[src/verilog/hcs_pkg.sv]
`default_nettype none
package hcs_pkg;
  localparam int N_ENT = 16;
  localparam int IDX_W = 4;
  localparam int CFG_IDX_W = 5;
  localparam int N_CNT = 8;
  localparam int N_TMR = 8;
  localparam int SEL_W = 3;
  localparam int CNT_W = 32;
  localparam int TMR_W = 16;
  localparam int N_EVT = 8;
  localparam int SRC_W = N_EVT + N_TMR;
  localparam int N_PIN = 8;
  localparam int POL_W = 8;
  localparam int LEN_W = 11;
  localparam int LEN_LSB = 0;
  localparam int TOK_W = 4;
  localparam int TOK_LSB = 12;
  localparam logic [LEN_W-1:0] MAX_PKT_LEN = 11'h5C0;
  localparam logic [TOK_W-1:0] MAX_TOKENS = 4'h8;
  localparam logic [SRC_W-1:0] MASK_NONE = 16'h0000;
  localparam int CLK_HZ = 20000000;
  localparam int TICK_S = 1;
  localparam int TICK_CYC = TICK_S * CLK_HZ;
  localparam logic [TMR_W-1:0] TMR_ZERO = 16'h0000;
  localparam logic [TMR_W-1:0] TMR_ONE = 16'h0001;
  localparam logic [CNT_W-1:0] CNT_RST = 32'h0000_0000;

  typedef enum logic [1:0] {
    ROLE_STATION,
    ROLE_AP,
    ROLE_P2P,
    ROLE_TAG
  } hcs_role_t;

  typedef enum logic [1:0] {
    PKT_TRX,
    PKT_UDP,
    PKT_TCP
  } hcs_pkt_t;

  typedef enum logic [3:0] {
    ACT_NOP,
    ACT_SET_ROLE,
    ACT_DEL_PROFILES,
    ACT_SET_POLICY,
    ACT_HW_IND,
    ACT_SEND_TRX,
    ACT_SEND_UDP,
    ACT_SEND_TCP,
    ACT_CNT_INC,
    ACT_CNT_SET,
    ACT_TMR_CTRL,
    ACT_SET_GPIO,
    ACT_HIBERNATE
  } hcs_act_t;
endpackage
`default_nettype wire

[src/verilog/hcs_cnt_if.sv]
`timescale 1ns/1ps
`default_nettype none
interface hcs_cnt_if;
  logic inc;
  logic set;
  logic [hcs_pkg::SEL_W-1:0] sel;
  logic [hcs_pkg::CNT_W-1:0] val;
  logic [hcs_pkg::CNT_W-1:0] cnt [hcs_pkg::N_CNT];
  modport ctrl (output inc, output set, output sel, output val, input cnt);
  modport bank (input inc, input set, input sel, input val, output cnt);
endinterface
`default_nettype wire

[src/verilog/hcs_counters.sv]
`timescale 1ns/1ps
`default_nettype none
module hcs_counters (
  input wire logic mclk_i, // module clock
  input wire logic reset_i, // sync reset, active high
  input wire logic ce_i, // clock enable
  hcs_cnt_if.bank cif // counter commands and values
);
  logic [hcs_pkg::CNT_W-1:0] cnt_q [hcs_pkg::N_CNT];

  always_ff @(posedge mclk_i)
  begin
    if (reset_i)
    begin
      for (int i = 0; i < hcs_pkg::N_CNT; i++)
        cnt_q[i] <= hcs_pkg::CNT_RST;
    end
    else if (ce_i)
    begin
      if (cif.set)
        cnt_q[cif.sel] <= cif.val;
      else if (cif.inc)
        cnt_q[cif.sel] <= cnt_q[cif.sel] + 32'h0000_0001;
    end
  end

  always_comb
  begin
    for (int i = 0; i < hcs_pkg::N_CNT; i++)
      cif.cnt[i] = cnt_q[i];
  end

  cnt_inc_a: assert property (@(posedge mclk_i) disable iff (reset_i)
    (ce_i && cif.inc && !cif.set) |=> cnt_q[$past(cif.sel)] == $past(cnt_q[cif.sel]) + 1)
    else $error("counter did not advance by one");
  cnt_set_a: assert property (@(posedge mclk_i) disable iff (reset_i)
    (ce_i && cif.set) |=> cnt_q[$past(cif.sel)] == $past(cif.val))
    else $error("counter did not take set value");
endmodule // hcs_counters
`default_nettype wire

[src/verilog/hcs_scripter.sv]
`timescale 1ns/1ps
`default_nettype none
// Operation
// At most sixteen entries; writes to an index of sixteen or more are refused.
// Every entry holds exactly one action; entries may share one condition.
// A condition is the AND of all its selected sub-condition sources.
// Init-class actions run only from entries triggered by the pre-init pulse.
// Role action picks access point, station, peer-to-peer or tag.
// Hardware indication routes an internal signal straight onto a pin.
// Runtime actions: packet sends, counters, timers, GPIO set, hibernate.
// Increment adds exactly one to the chosen user counter.
// Set loads a given value into the chosen user counter.
// Eight user counters and eight timers, no more.
// Timers count in whole one-second steps.
// User counters are thirty-two bits wide.
// Packet payload at most one packet, at most eight tokens.
// Set-GPIO drives a pin level from the engine.
// Host assumes no fixed latency from condition to action.
// Pending actions run one per cycle in ascending entry order.
module hcs_scripter #(
  parameter int SEC_CYCLES = hcs_pkg::TICK_CYC // cycles per one-second timer step
) (
  input wire logic mclk_i, // module clock, 20 MHz
  input wire logic reset_i, // sync reset, active high
  input wire logic ce_i, // clock enable, freezes all state when low
  input wire logic cfg_we_i, // entry write strobe
  input wire logic [hcs_pkg::CFG_IDX_W-1:0] cfg_idx_i, // entry index
  input wire logic cfg_preinit_i, // entry triggers on pre-init
  input wire logic [hcs_pkg::SRC_W-1:0] cfg_mask_i, // sub-condition select
  input wire hcs_pkg::hcs_act_t cfg_act_i, // action code
  input wire logic [hcs_pkg::SEL_W-1:0] cfg_arg_i, // counter, timer or pin select
  input wire logic [hcs_pkg::CNT_W-1:0] cfg_val_i, // action value
  output logic cfg_err_o, // write refused, one-cycle pulse
  input wire logic init_i, // pre-init condition pulse
  input wire logic [hcs_pkg::N_EVT-1:0] evt_i, // runtime event levels
  input wire logic [hcs_pkg::N_PIN-1:0] hw_sig_i, // internal core signals
  input wire logic [hcs_pkg::SEL_W-1:0] cnt_sel_i, // counter to view
  output logic [hcs_pkg::CNT_W-1:0] cnt_val_o, // viewed counter value
  output hcs_pkg::hcs_role_t role_o, // operating role
  output logic del_prof_o, // delete profiles pulse
  output logic [hcs_pkg::POL_W-1:0] policy_o, // connection policy
  output logic [hcs_pkg::N_PIN-1:0] gpio_o, // pin levels
  output logic pkt_req_o, // packet send pulse
  output hcs_pkg::hcs_pkt_t pkt_kind_o, // packet type
  output logic [hcs_pkg::IDX_W-1:0] pkt_id_o, // template (entry) index
  output logic [hcs_pkg::LEN_W-1:0] pkt_len_o, // payload length
  output logic [hcs_pkg::TOK_W-1:0] pkt_tok_o, // token count
  output logic [hcs_pkg::N_TMR-1:0] tmr_exp_o, // timer expired flags
  output logic hibernate_o // hibernate request level
);
  localparam int N = hcs_pkg::N_ENT;
  logic vld_q [N];
  logic pre_q [N];
  logic [hcs_pkg::SRC_W-1:0] mask_q [N];
  hcs_pkg::hcs_act_t act_q [N];
  logic [hcs_pkg::SEL_W-1:0] arg_q [N];
  logic [hcs_pkg::CNT_W-1:0] val_q [N];
  logic [N-1:0] cond_now, cond_prev_q, pend_q, pend_set, pend_clr;
  logic [hcs_pkg::SRC_W-1:0] src;
  logic fire;
  logic [hcs_pkg::IDX_W-1:0] fire_idx;
  hcs_pkg::hcs_act_t fa;
  logic init_ok, pkt_act, cfg_bad;
  logic [31:0] tick_q;
  logic tick;
  logic [hcs_pkg::TMR_W-1:0] tmr_q [hcs_pkg::N_TMR];
  logic [hcs_pkg::N_TMR-1:0] run_q, exp_q;
  logic [hcs_pkg::N_PIN-1:0] lvl_q, ind_q;
  hcs_cnt_if cif ();
  hcs_counters u_cnt (
    .mclk_i(mclk_i),
    .reset_i(reset_i),
    .ce_i(ce_i),
    .cif(cif)
  );
  // packet limits are checked once at write time so the send path stays simple
  assign pkt_act = cfg_act_i inside {hcs_pkg::ACT_SEND_TRX, hcs_pkg::ACT_SEND_UDP,
                                     hcs_pkg::ACT_SEND_TCP};
  assign cfg_bad = (cfg_idx_i >= 5'(N))
    || (pkt_act && (cfg_val_i[hcs_pkg::LEN_LSB +: hcs_pkg::LEN_W] > hcs_pkg::MAX_PKT_LEN
    || cfg_val_i[hcs_pkg::TOK_LSB +: hcs_pkg::TOK_W] > hcs_pkg::MAX_TOKENS));
  always_ff @(posedge mclk_i)
  begin
    if (reset_i)
    begin
      cfg_err_o <= 1'b0;
      for (int i = 0; i < N; i++)
      begin
        vld_q[i] <= 1'b0;
        pre_q[i] <= 1'b0;
        mask_q[i] <= hcs_pkg::MASK_NONE;
        act_q[i] <= hcs_pkg::ACT_NOP;
        arg_q[i] <= '0;
        val_q[i] <= '0;
      end
    end
    else if (ce_i)
    begin
      cfg_err_o <= cfg_we_i && cfg_bad;
      if (cfg_we_i && !cfg_bad)
      begin
        vld_q[cfg_idx_i[hcs_pkg::IDX_W-1:0]] <= 1'b1;
        pre_q[cfg_idx_i[hcs_pkg::IDX_W-1:0]] <= cfg_preinit_i;
        mask_q[cfg_idx_i[hcs_pkg::IDX_W-1:0]] <= cfg_mask_i;
        act_q[cfg_idx_i[hcs_pkg::IDX_W-1:0]] <= cfg_act_i;
        arg_q[cfg_idx_i[hcs_pkg::IDX_W-1:0]] <= cfg_arg_i;
        val_q[cfg_idx_i[hcs_pkg::IDX_W-1:0]] <= cfg_val_i;
      end
    end
  end
  assign src = {exp_q, evt_i};
  always_comb
  begin
    for (int i = 0; i < N; i++)
    begin
      cond_now[i] = vld_q[i] && !pre_q[i] && (mask_q[i] != hcs_pkg::MASK_NONE)
        && ((src & mask_q[i]) == mask_q[i]);
      pend_set[i] = pre_q[i] ? (vld_q[i] && init_i)
                             : (cond_now[i] && !cond_prev_q[i]);
    end
  end
  // lowest pending entry wins; the others wait their turn
  always_comb
  begin
    fire = 1'b0;
    fire_idx = '0;
    pend_clr = '0;
    for (int i = N - 1; i >= 0; i--)
    begin
      if (pend_q[i])
      begin
        fire = 1'b1;
        fire_idx = hcs_pkg::IDX_W'(i);
      end
    end
    if (fire)
      pend_clr[fire_idx] = 1'b1;
  end
  always_ff @(posedge mclk_i)
  begin
    if (reset_i)
    begin
      cond_prev_q <= '0;
      pend_q <= '0;
    end
    else if (ce_i)
    begin
      cond_prev_q <= cond_now;
      pend_q <= (pend_q & ~pend_clr) | pend_set; // a new trigger beats the clear
    end
  end
  assign fa = act_q[fire_idx];
  assign init_ok = pre_q[fire_idx];
  always_ff @(posedge mclk_i)
  begin
    if (reset_i)
    begin
      role_o <= hcs_pkg::ROLE_STATION;
      del_prof_o <= 1'b0;
      policy_o <= '0;
      ind_q <= '0;
      lvl_q <= '0;
      pkt_req_o <= 1'b0;
      pkt_kind_o <= hcs_pkg::PKT_TRX;
      pkt_id_o <= '0;
      pkt_len_o <= '0;
      pkt_tok_o <= '0;
      hibernate_o <= 1'b0;
    end
    else if (ce_i)
    begin
      del_prof_o <= 1'b0;
      pkt_req_o <= 1'b0;
      if (fire)
      begin
        case (fa)
          hcs_pkg::ACT_SET_ROLE:
            if (init_ok)
              role_o <= hcs_pkg::hcs_role_t'(val_q[fire_idx][1:0]);
          hcs_pkg::ACT_DEL_PROFILES:
            del_prof_o <= init_ok;
          hcs_pkg::ACT_SET_POLICY:
            if (init_ok)
              policy_o <= val_q[fire_idx][hcs_pkg::POL_W-1:0];
          hcs_pkg::ACT_HW_IND:
            if (init_ok)
              ind_q[arg_q[fire_idx]] <= 1'b1;
          hcs_pkg::ACT_SEND_TRX, hcs_pkg::ACT_SEND_UDP, hcs_pkg::ACT_SEND_TCP:
          begin
            pkt_req_o <= 1'b1;
            pkt_kind_o <= (fa == hcs_pkg::ACT_SEND_UDP) ? hcs_pkg::PKT_UDP
                        : (fa == hcs_pkg::ACT_SEND_TCP) ? hcs_pkg::PKT_TCP : hcs_pkg::PKT_TRX;
            pkt_id_o <= fire_idx;
            pkt_len_o <= val_q[fire_idx][hcs_pkg::LEN_LSB +: hcs_pkg::LEN_W];
            pkt_tok_o <= val_q[fire_idx][hcs_pkg::TOK_LSB +: hcs_pkg::TOK_W];
          end
          hcs_pkg::ACT_SET_GPIO:
            lvl_q[arg_q[fire_idx]] <= val_q[fire_idx][0];
          hcs_pkg::ACT_HIBERNATE:
            hibernate_o <= 1'b1;
          default: ;
        endcase
      end
    end
  end
  // indicated pins follow the core signal one cycle later through one flop, no software path
  always_ff @(posedge mclk_i)
  begin
    if (reset_i)
      gpio_o <= '0;
    else if (ce_i)
      gpio_o <= (ind_q & hw_sig_i) | (~ind_q & lvl_q);
  end
  assign cif.inc = fire && (fa == hcs_pkg::ACT_CNT_INC);
  assign cif.set = fire && (fa == hcs_pkg::ACT_CNT_SET);
  assign cif.sel = arg_q[fire_idx];
  assign cif.val = val_q[fire_idx];
  always_ff @(posedge mclk_i)
  begin
    if (reset_i)
      cnt_val_o <= hcs_pkg::CNT_RST;
    else if (ce_i)
      cnt_val_o <= cif.cnt[cnt_sel_i];
  end
  assign tick = (tick_q == 32'(SEC_CYCLES - 1));
  always_ff @(posedge mclk_i)
  begin
    if (reset_i)
      tick_q <= '0;
    else if (ce_i)
      tick_q <= tick ? '0 : tick_q + 32'h0000_0001;
  end
  // a timer value of zero stops it; otherwise it reloads and expires on the that-many-th free-running second tick after the load
  always_ff @(posedge mclk_i)
  begin
    if (reset_i)
    begin
      run_q <= '0;
      exp_q <= '0;
      for (int t = 0; t < hcs_pkg::N_TMR; t++)
        tmr_q[t] <= hcs_pkg::TMR_ZERO;
    end
    else if (ce_i)
    begin
      for (int t = 0; t < hcs_pkg::N_TMR; t++)
      begin
        if (fire && fa == hcs_pkg::ACT_TMR_CTRL && arg_q[fire_idx] == hcs_pkg::SEL_W'(t))
        begin
          tmr_q[t] <= val_q[fire_idx][hcs_pkg::TMR_W-1:0];
          run_q[t] <= (val_q[fire_idx][hcs_pkg::TMR_W-1:0] != hcs_pkg::TMR_ZERO);
          exp_q[t] <= run_q[t] && tick && (tmr_q[t] == hcs_pkg::TMR_ONE); // expiry wins
        end
        else if (run_q[t] && tick)
        begin
          tmr_q[t] <= tmr_q[t] - hcs_pkg::TMR_ONE;
          if (tmr_q[t] == hcs_pkg::TMR_ONE)
          begin
            run_q[t] <= 1'b0;
            exp_q[t] <= 1'b1;
          end
        end
      end
    end
  end
  assign tmr_exp_o = exp_q;
  cfg_range_a: assert property (@(posedge mclk_i) disable iff (reset_i)
    (ce_i && cfg_we_i && cfg_idx_i >= 5'(N)) |=> cfg_err_o)
    else $error("out-of-range entry write not refused");
  and_cond_a: assert property (@(posedge mclk_i) disable iff (reset_i)
    (ce_i && vld_q[2] && !pre_q[2] && (src & mask_q[2]) != mask_q[2]) |=> !$rose(pend_q[2]))
    else $error("condition true without all sub-conditions");
  init_only_a: assert property (@(posedge mclk_i) disable iff (reset_i)
    (ce_i && fire && fa == hcs_pkg::ACT_DEL_PROFILES && !pre_q[fire_idx]) |=> !del_prof_o)
    else $error("init action ran at runtime");
  order_a: assert property (@(posedge mclk_i) disable iff (reset_i)
    fire |-> (pend_q & ((16'h0001 << fire_idx) - 16'h0001)) == 16'h0000)
    else $error("entry ran before a lower pending one");
  hw_ind_a: assert property (@(posedge mclk_i) disable iff (reset_i)
    ce_i |=> ((gpio_o ^ $past(hw_sig_i)) & $past(ind_q)) == '0)
    else $error("indicated pin does not follow core signal");
  pkt_limit_a: assert property (@(posedge mclk_i) disable iff (reset_i)
    pkt_req_o |-> pkt_tok_o <= hcs_pkg::MAX_TOKENS && pkt_len_o <= hcs_pkg::MAX_PKT_LEN)
    else $error("packet exceeds limits");
  pkt_pulse_a: assert property (@(posedge mclk_i) disable iff (reset_i)
    (ce_i && fire && fa == hcs_pkg::ACT_SEND_UDP) |=> pkt_req_o && pkt_kind_o == hcs_pkg::PKT_UDP)
    else $error("udp send not issued");
  tmr_step_a: assert property (@(posedge mclk_i) disable iff (reset_i)
    (ce_i && !tick && !fire) |=> $stable(tmr_q[0]))
    else $error("timer moved between second ticks");
  set_gpio_a: assert property (@(posedge mclk_i) disable iff (reset_i)
    (ce_i && fire && fa == hcs_pkg::ACT_SET_GPIO && !ind_q[arg_q[fire_idx]]) ##1 ce_i
    |=> gpio_o[$past(arg_q[fire_idx], 2)] == $past(val_q[fire_idx][0], 2))
    else $error("gpio level not applied");
  multi_fire_c: cover property (@(posedge mclk_i) disable iff (reset_i) $countones(pend_q) > 1);
  tmr_exp_c: cover property (@(posedge mclk_i) disable iff (reset_i) $rose(exp_q[0]));
  init_role_c: cover property (@(posedge mclk_i) disable iff (reset_i)
    fire && fa == hcs_pkg::ACT_SET_ROLE && init_ok);
  hib_c: cover property (@(posedge mclk_i) disable iff (reset_i) $rose(hibernate_o));
endmodule // hcs_scripter
`default_nettype wire

[config.mk]
export PLATFORM = sky130hd
export DESIGN_NAME = hcs_scripter
export DESIGN_NICKNAME = d
export VERILOG_FILES = /design/src/verilog/hcs_pkg.sv /design/src/verilog/hcs_cnt_if.sv /design/src/verilog/hcs_counters.sv /design/src/verilog/hcs_scripter.sv
export SDC_FILE = /design/constraint.sdc
export NUM_CORES = 2
export LEC_CHECK = 0
export ABC_AREA = 1
export BUFFER_PORTS_ARGS = -buffer_cell sky130_fd_sc_hd__buf_2
export CAP_MARGIN = 20
export CORE_UTILIZATION = 30
export CTS_BUF_LIST = sky130_fd_sc_hd__clkbuf_2
export DETAILED_ROUTE_END_ITERATION = 12
export GPL_TIMING_DRIVEN = 0
export PLACE_DENSITY = 0.5
export SETUP_SLACK_MARGIN = 0.4
export SLEW_MARGIN = 10
export SYNTH_ARGS = -nofsm -noshare
export SYNTH_HDL_FRONTEND = slang
export SYNTH_SLANG_ARGS = --single-unit
[constraint.sdc]
create_clock -name mclk_i -period 5.35 [get_ports mclk_i]
set_input_delay 1.07 -clock mclk_i [delete_from_list [all_inputs] [get_ports mclk_i]]
set_output_delay 1.07 -clock mclk_i [all_outputs]
set_load 0.02 [all_outputs]
==> summary.md <==
| Metric | Value |
|---|---|
| Count leader, synth | nand2_1 |
| Post-route setup slack | between 200 and 250 ps |
| CTS tree | built |
| Post-Syn Area | roughly 0.07 sq mm |
| RSZ-0062 raised after global routing | true |
| Met2 Usage GRT | between 30% and 40% |
| Post-synth EDFFs | around 1,300 |
| Synth top area share | between 50% and 60% |
| NumNets Final | 8,304 |
| R2R setup slack | around 500 ps |
| Most Used Layer, Global Route | met2 |
| Crit path buf inv count | 6 |
| Worst-path clk slew | 100 ps |
| Min cycle time layout | between 5000 and 6000 ps |
| Max Clock Freq | a little under 200 MHz |
| Critical Path RT | 6860 ps |
| Leading area contributor after synthesis | edfxtp_1 |
| Starting Density | between 30% and 40% |
| Worst path arrival time | around 6700 ps |
| Hpwl dp | between 150,000 and 200,000 microns |
| Routed wire per std cell | between 20 and 30 microns |
| Dpl cells | approximately 11,000 |
| Synth-to-layout area growth | 16.8% |
| CP Launch Type | primary input |
| Final Setup Violations | 0 |
| Slew of the pin with the lowest slew margin | about 1300 ps |
| Number of global-route vias before repair | slightly below 60,000 |
| Relative slew slack | between 10% and 20% |
| Count of maximum capacitance violations | 0 |
| CTS buffer count | a little over 400 |
| Worst-path cell chain | dlygate4sd3_1 -> buf_2 -> clkinv_1 -> a31oi_1 -> o221ai_1 -> nand4_1 -> nor3_1 -> nand2_1 -> clkbuf_1 -> clkbuf_1 -> nand2_4 -> buf_16 |
| CP endpoint kind | flip-flop |
| Total track usage | between 20% and 30% |
| First-pass GRT wire length | 415,000 microns |
| DRT Wirelength | approximately 300,000 microns |
| Fillers | around 24,000 |
| Via/cell ratio | around 5.4 |
| Leak Pwr | roughly 31 nW |
| Antenna Violating Nets Remaining | 0 |
| WS Path Type | primary input to flip-flop |
| Largest delay share family, worst path | buffers and inverters |
| Synth top cells by count | 1,576 x nand2_1, 1,287 x nor2_1, 1,280 x edfxtp_1, 591 x inv_1, 489 x a21oi_1 |
| Core area | ~0.23 sq mm |
| Final Max Slew Viols | 0 |
| Peak per-stage delay on the critical path | 930 ps |
| Die Span Y | between 400 and 500 microns |
| Ports | around 170 |
| Pre-Repair DR Iteration Count | 6 |
| GR Layer Usage met1 | between 30% and 40% |
| Via count | ~60,000 |
| Register bit total from synthesis | between 1,000 and 1,500 |
| Fin. Hold Viols | 0 |
| Synthesized area per cell | roughly 9.3 sq um |
| Routability cong. | ~0.96 |
| Setup skew after layout | 252 ps |
| YS warnings | 0 |
| Max FO, Critical Path | 31 |
| Synth unique cells | 65 |
| # clock sinks | ~1,500 |
| Port Buffers | around 160 |
| Iteration-0 DRC Markers | 7,959 |
| Final Cycle Share | 96.0% |
| Die Span X | around 480 microns |
| Die area | 0.233 sq mm |
| Layout cells sized above 1 | about 14% |
| Insertion delay to the later sink of the worst-skew pair | ~2000 ps |
| Grt ovf | 0 |
| Power Dens Cells | 296 mW/mm^2 |
| Top cell by count, worst path | clkbuf_1 |
| Htree depth | 5 |
| Syn_nets | around 7,500 |
| Synth Instances | 7,419 |
| Ys flop type | edfxtp_1 |
| Root Buffer | clkbuf_2 |
| Final core utilization | about a third |
| Post-synth ARST share | 0% |
| Hold Crit Class | primary input to flip-flop |
| Max rail drop VDD | a little over 200 uV |
| Met3 GRT Util | 5.36% |
| DRC viols | 0 |
| Seq/Total Area, Yosys | 60.8% |
| Post-Place Setup Slack | -1370 ps |
| Pin count of the biggest net entering global routing | between 40 and 50 |
| Row Count | approximately 180 |
| Initial antenna violation count | 11 |
| Slowest-stage cell, CP | clkbuf_1 |
| Status | finished clean |
| Clock tree buffer depth | 4 |
| Dominant cells by area after synthesis | edfxtp_1 55%, nand2_1 8.5%, nor2_1 7.0%, dfxtp_1 5.4%, a21oi_1 3.5% |
| Post-Layout Cell Count | between 10,000 and 15,000 |
-- cells by family (layout without fill, tap and decap cells) --
group | after synthesis | in the layout | share of synthesized area [%]
AO/OA/AOI/OAI | 1256 | 1256 | 10.4
XOR/XNOR | 86 | 86 | 1.09
adder cells (fa/ha/maj) | 18 | 18 | 0.325
buffers and inverters | 1070 | 2142 | 6.10
flip-flops | 1467 | 1467 | 60.8
multiplexers | 5 | 5 | 0.0722
other | 0 | 15 | 0
AND/OR/NAND/NOR | 3517 | 3519 | 21.2
-- repair_timing --
action,CTS,global route
hold buffers,104,0
pin swaps,14,10
cloned,2,1
buffers inserted,39,31
gates resized for setup,112,158
endpoints found under the setup margin,816,743
endpoints found under the hold margin,869,0
-- state kept, by name (all words and copies together) (netlist names), 4 cells and up --
register     flops
pkt_tok_o        4
pend_q          16
run_q            8
policy_o         8
gpio_o           8
cond_prev_q     16
lvl_q            8
pkt_id_o         4
val_q          512
arg_q           48
u_cnt.cnt_q    256
ind_q            8
tmr_q          128
tick_q          32
cnt_val_o       32
mask_q         256
vld_q           16
act_q           64
tmr_exp_o        8
pre_q           16
pkt_len_o       11
-- path summary, 6_finish.rpt --
path                 start           endpoint  depth (start not counted)
max          cfg_val_i[12]        val_q[1][9]                         12
min          cfg_val_i[23]       val_q[8][23]                          4
max reg2reg     pend_q[14]  u_cnt.cnt_q[5][4]                         22
min reg2reg       lvl_q[2]          gpio_o[2]                          2
-- per-layer routing --
layer	up-vias	wire length [microns]
li1	27100	-
met1	30200	121000
met2	3614	134000
met3	792	30200
met4	6	14200
met5	-	49
-- cell type report --
| class | instances | area (sq um) | share of cell area [%] |
|---|---|---|---|
| flip-flops and latches | 1467 | 42200 | 52.1 |
| multi-input cells | 4884 | 23600 | 29.1 |
| well taps | 3026 | 3790 | 4.68 |
| repair buffers | 375 | 3400 | 4.20 |
| clock buffers | 610 | 3050 | 3.77 |
| inverters | 622 | 2370 | 2.93 |
| plain buffers | 448 | 2080 | 2.57 |
| clock inverters | 87 | 478 | 0.590 |
| diodes | 15 | 37.5 | 0.0464 |
-- stage by stage --
stage / TNS (ps) / hold slack (ps) / area, sq um / power [W]
final: 0 / 149 / 81000 / 0.0240
after global placement: -3622400 / 449 / 73900 / 0.0156
after detailed placement: -1145460 / 453 / 74800 / 0.0156
after CTS: 0 / 0.300 / 80200 / 0.0239
after floorplan: 0 / 438 / 69300 / 0.0145
after global routing: 0 / 52.9 / 81000 / 0.0248
-- cell usage in the layout, fill, tap and decap left out, types with 73 or more instances in the layout --
master         count
dfxtp_1          187
nor2_1          1261
dlygate4sd3_1    104
buf_4             73
nor4_1            86
a21oi_1          486
clkinv_1          78
inv_1            585
clkbuf_2         654
o21ai_0          435
buf_2            204
edfxtp_1        1280
clkbuf_1         265
nand2_1         1535
nand4_1          219
nand3_1          187
-- tightest hold or removal path: stages --
cell           delay, ps
dlygate4sd3_1        520
buf_2                130
inv_1                130
nor2_1               120
-- power breakdown --
group,switching [W],internal [W],leakage [nW]
Clock,0.00509,0.00324,2.76
Sequential,0.000219,0.0129,14.0
Combinational,0.00186,0.000667,14.7
Total,0.00716,0.0168,31.4
(Power assumes the default switching activity.)
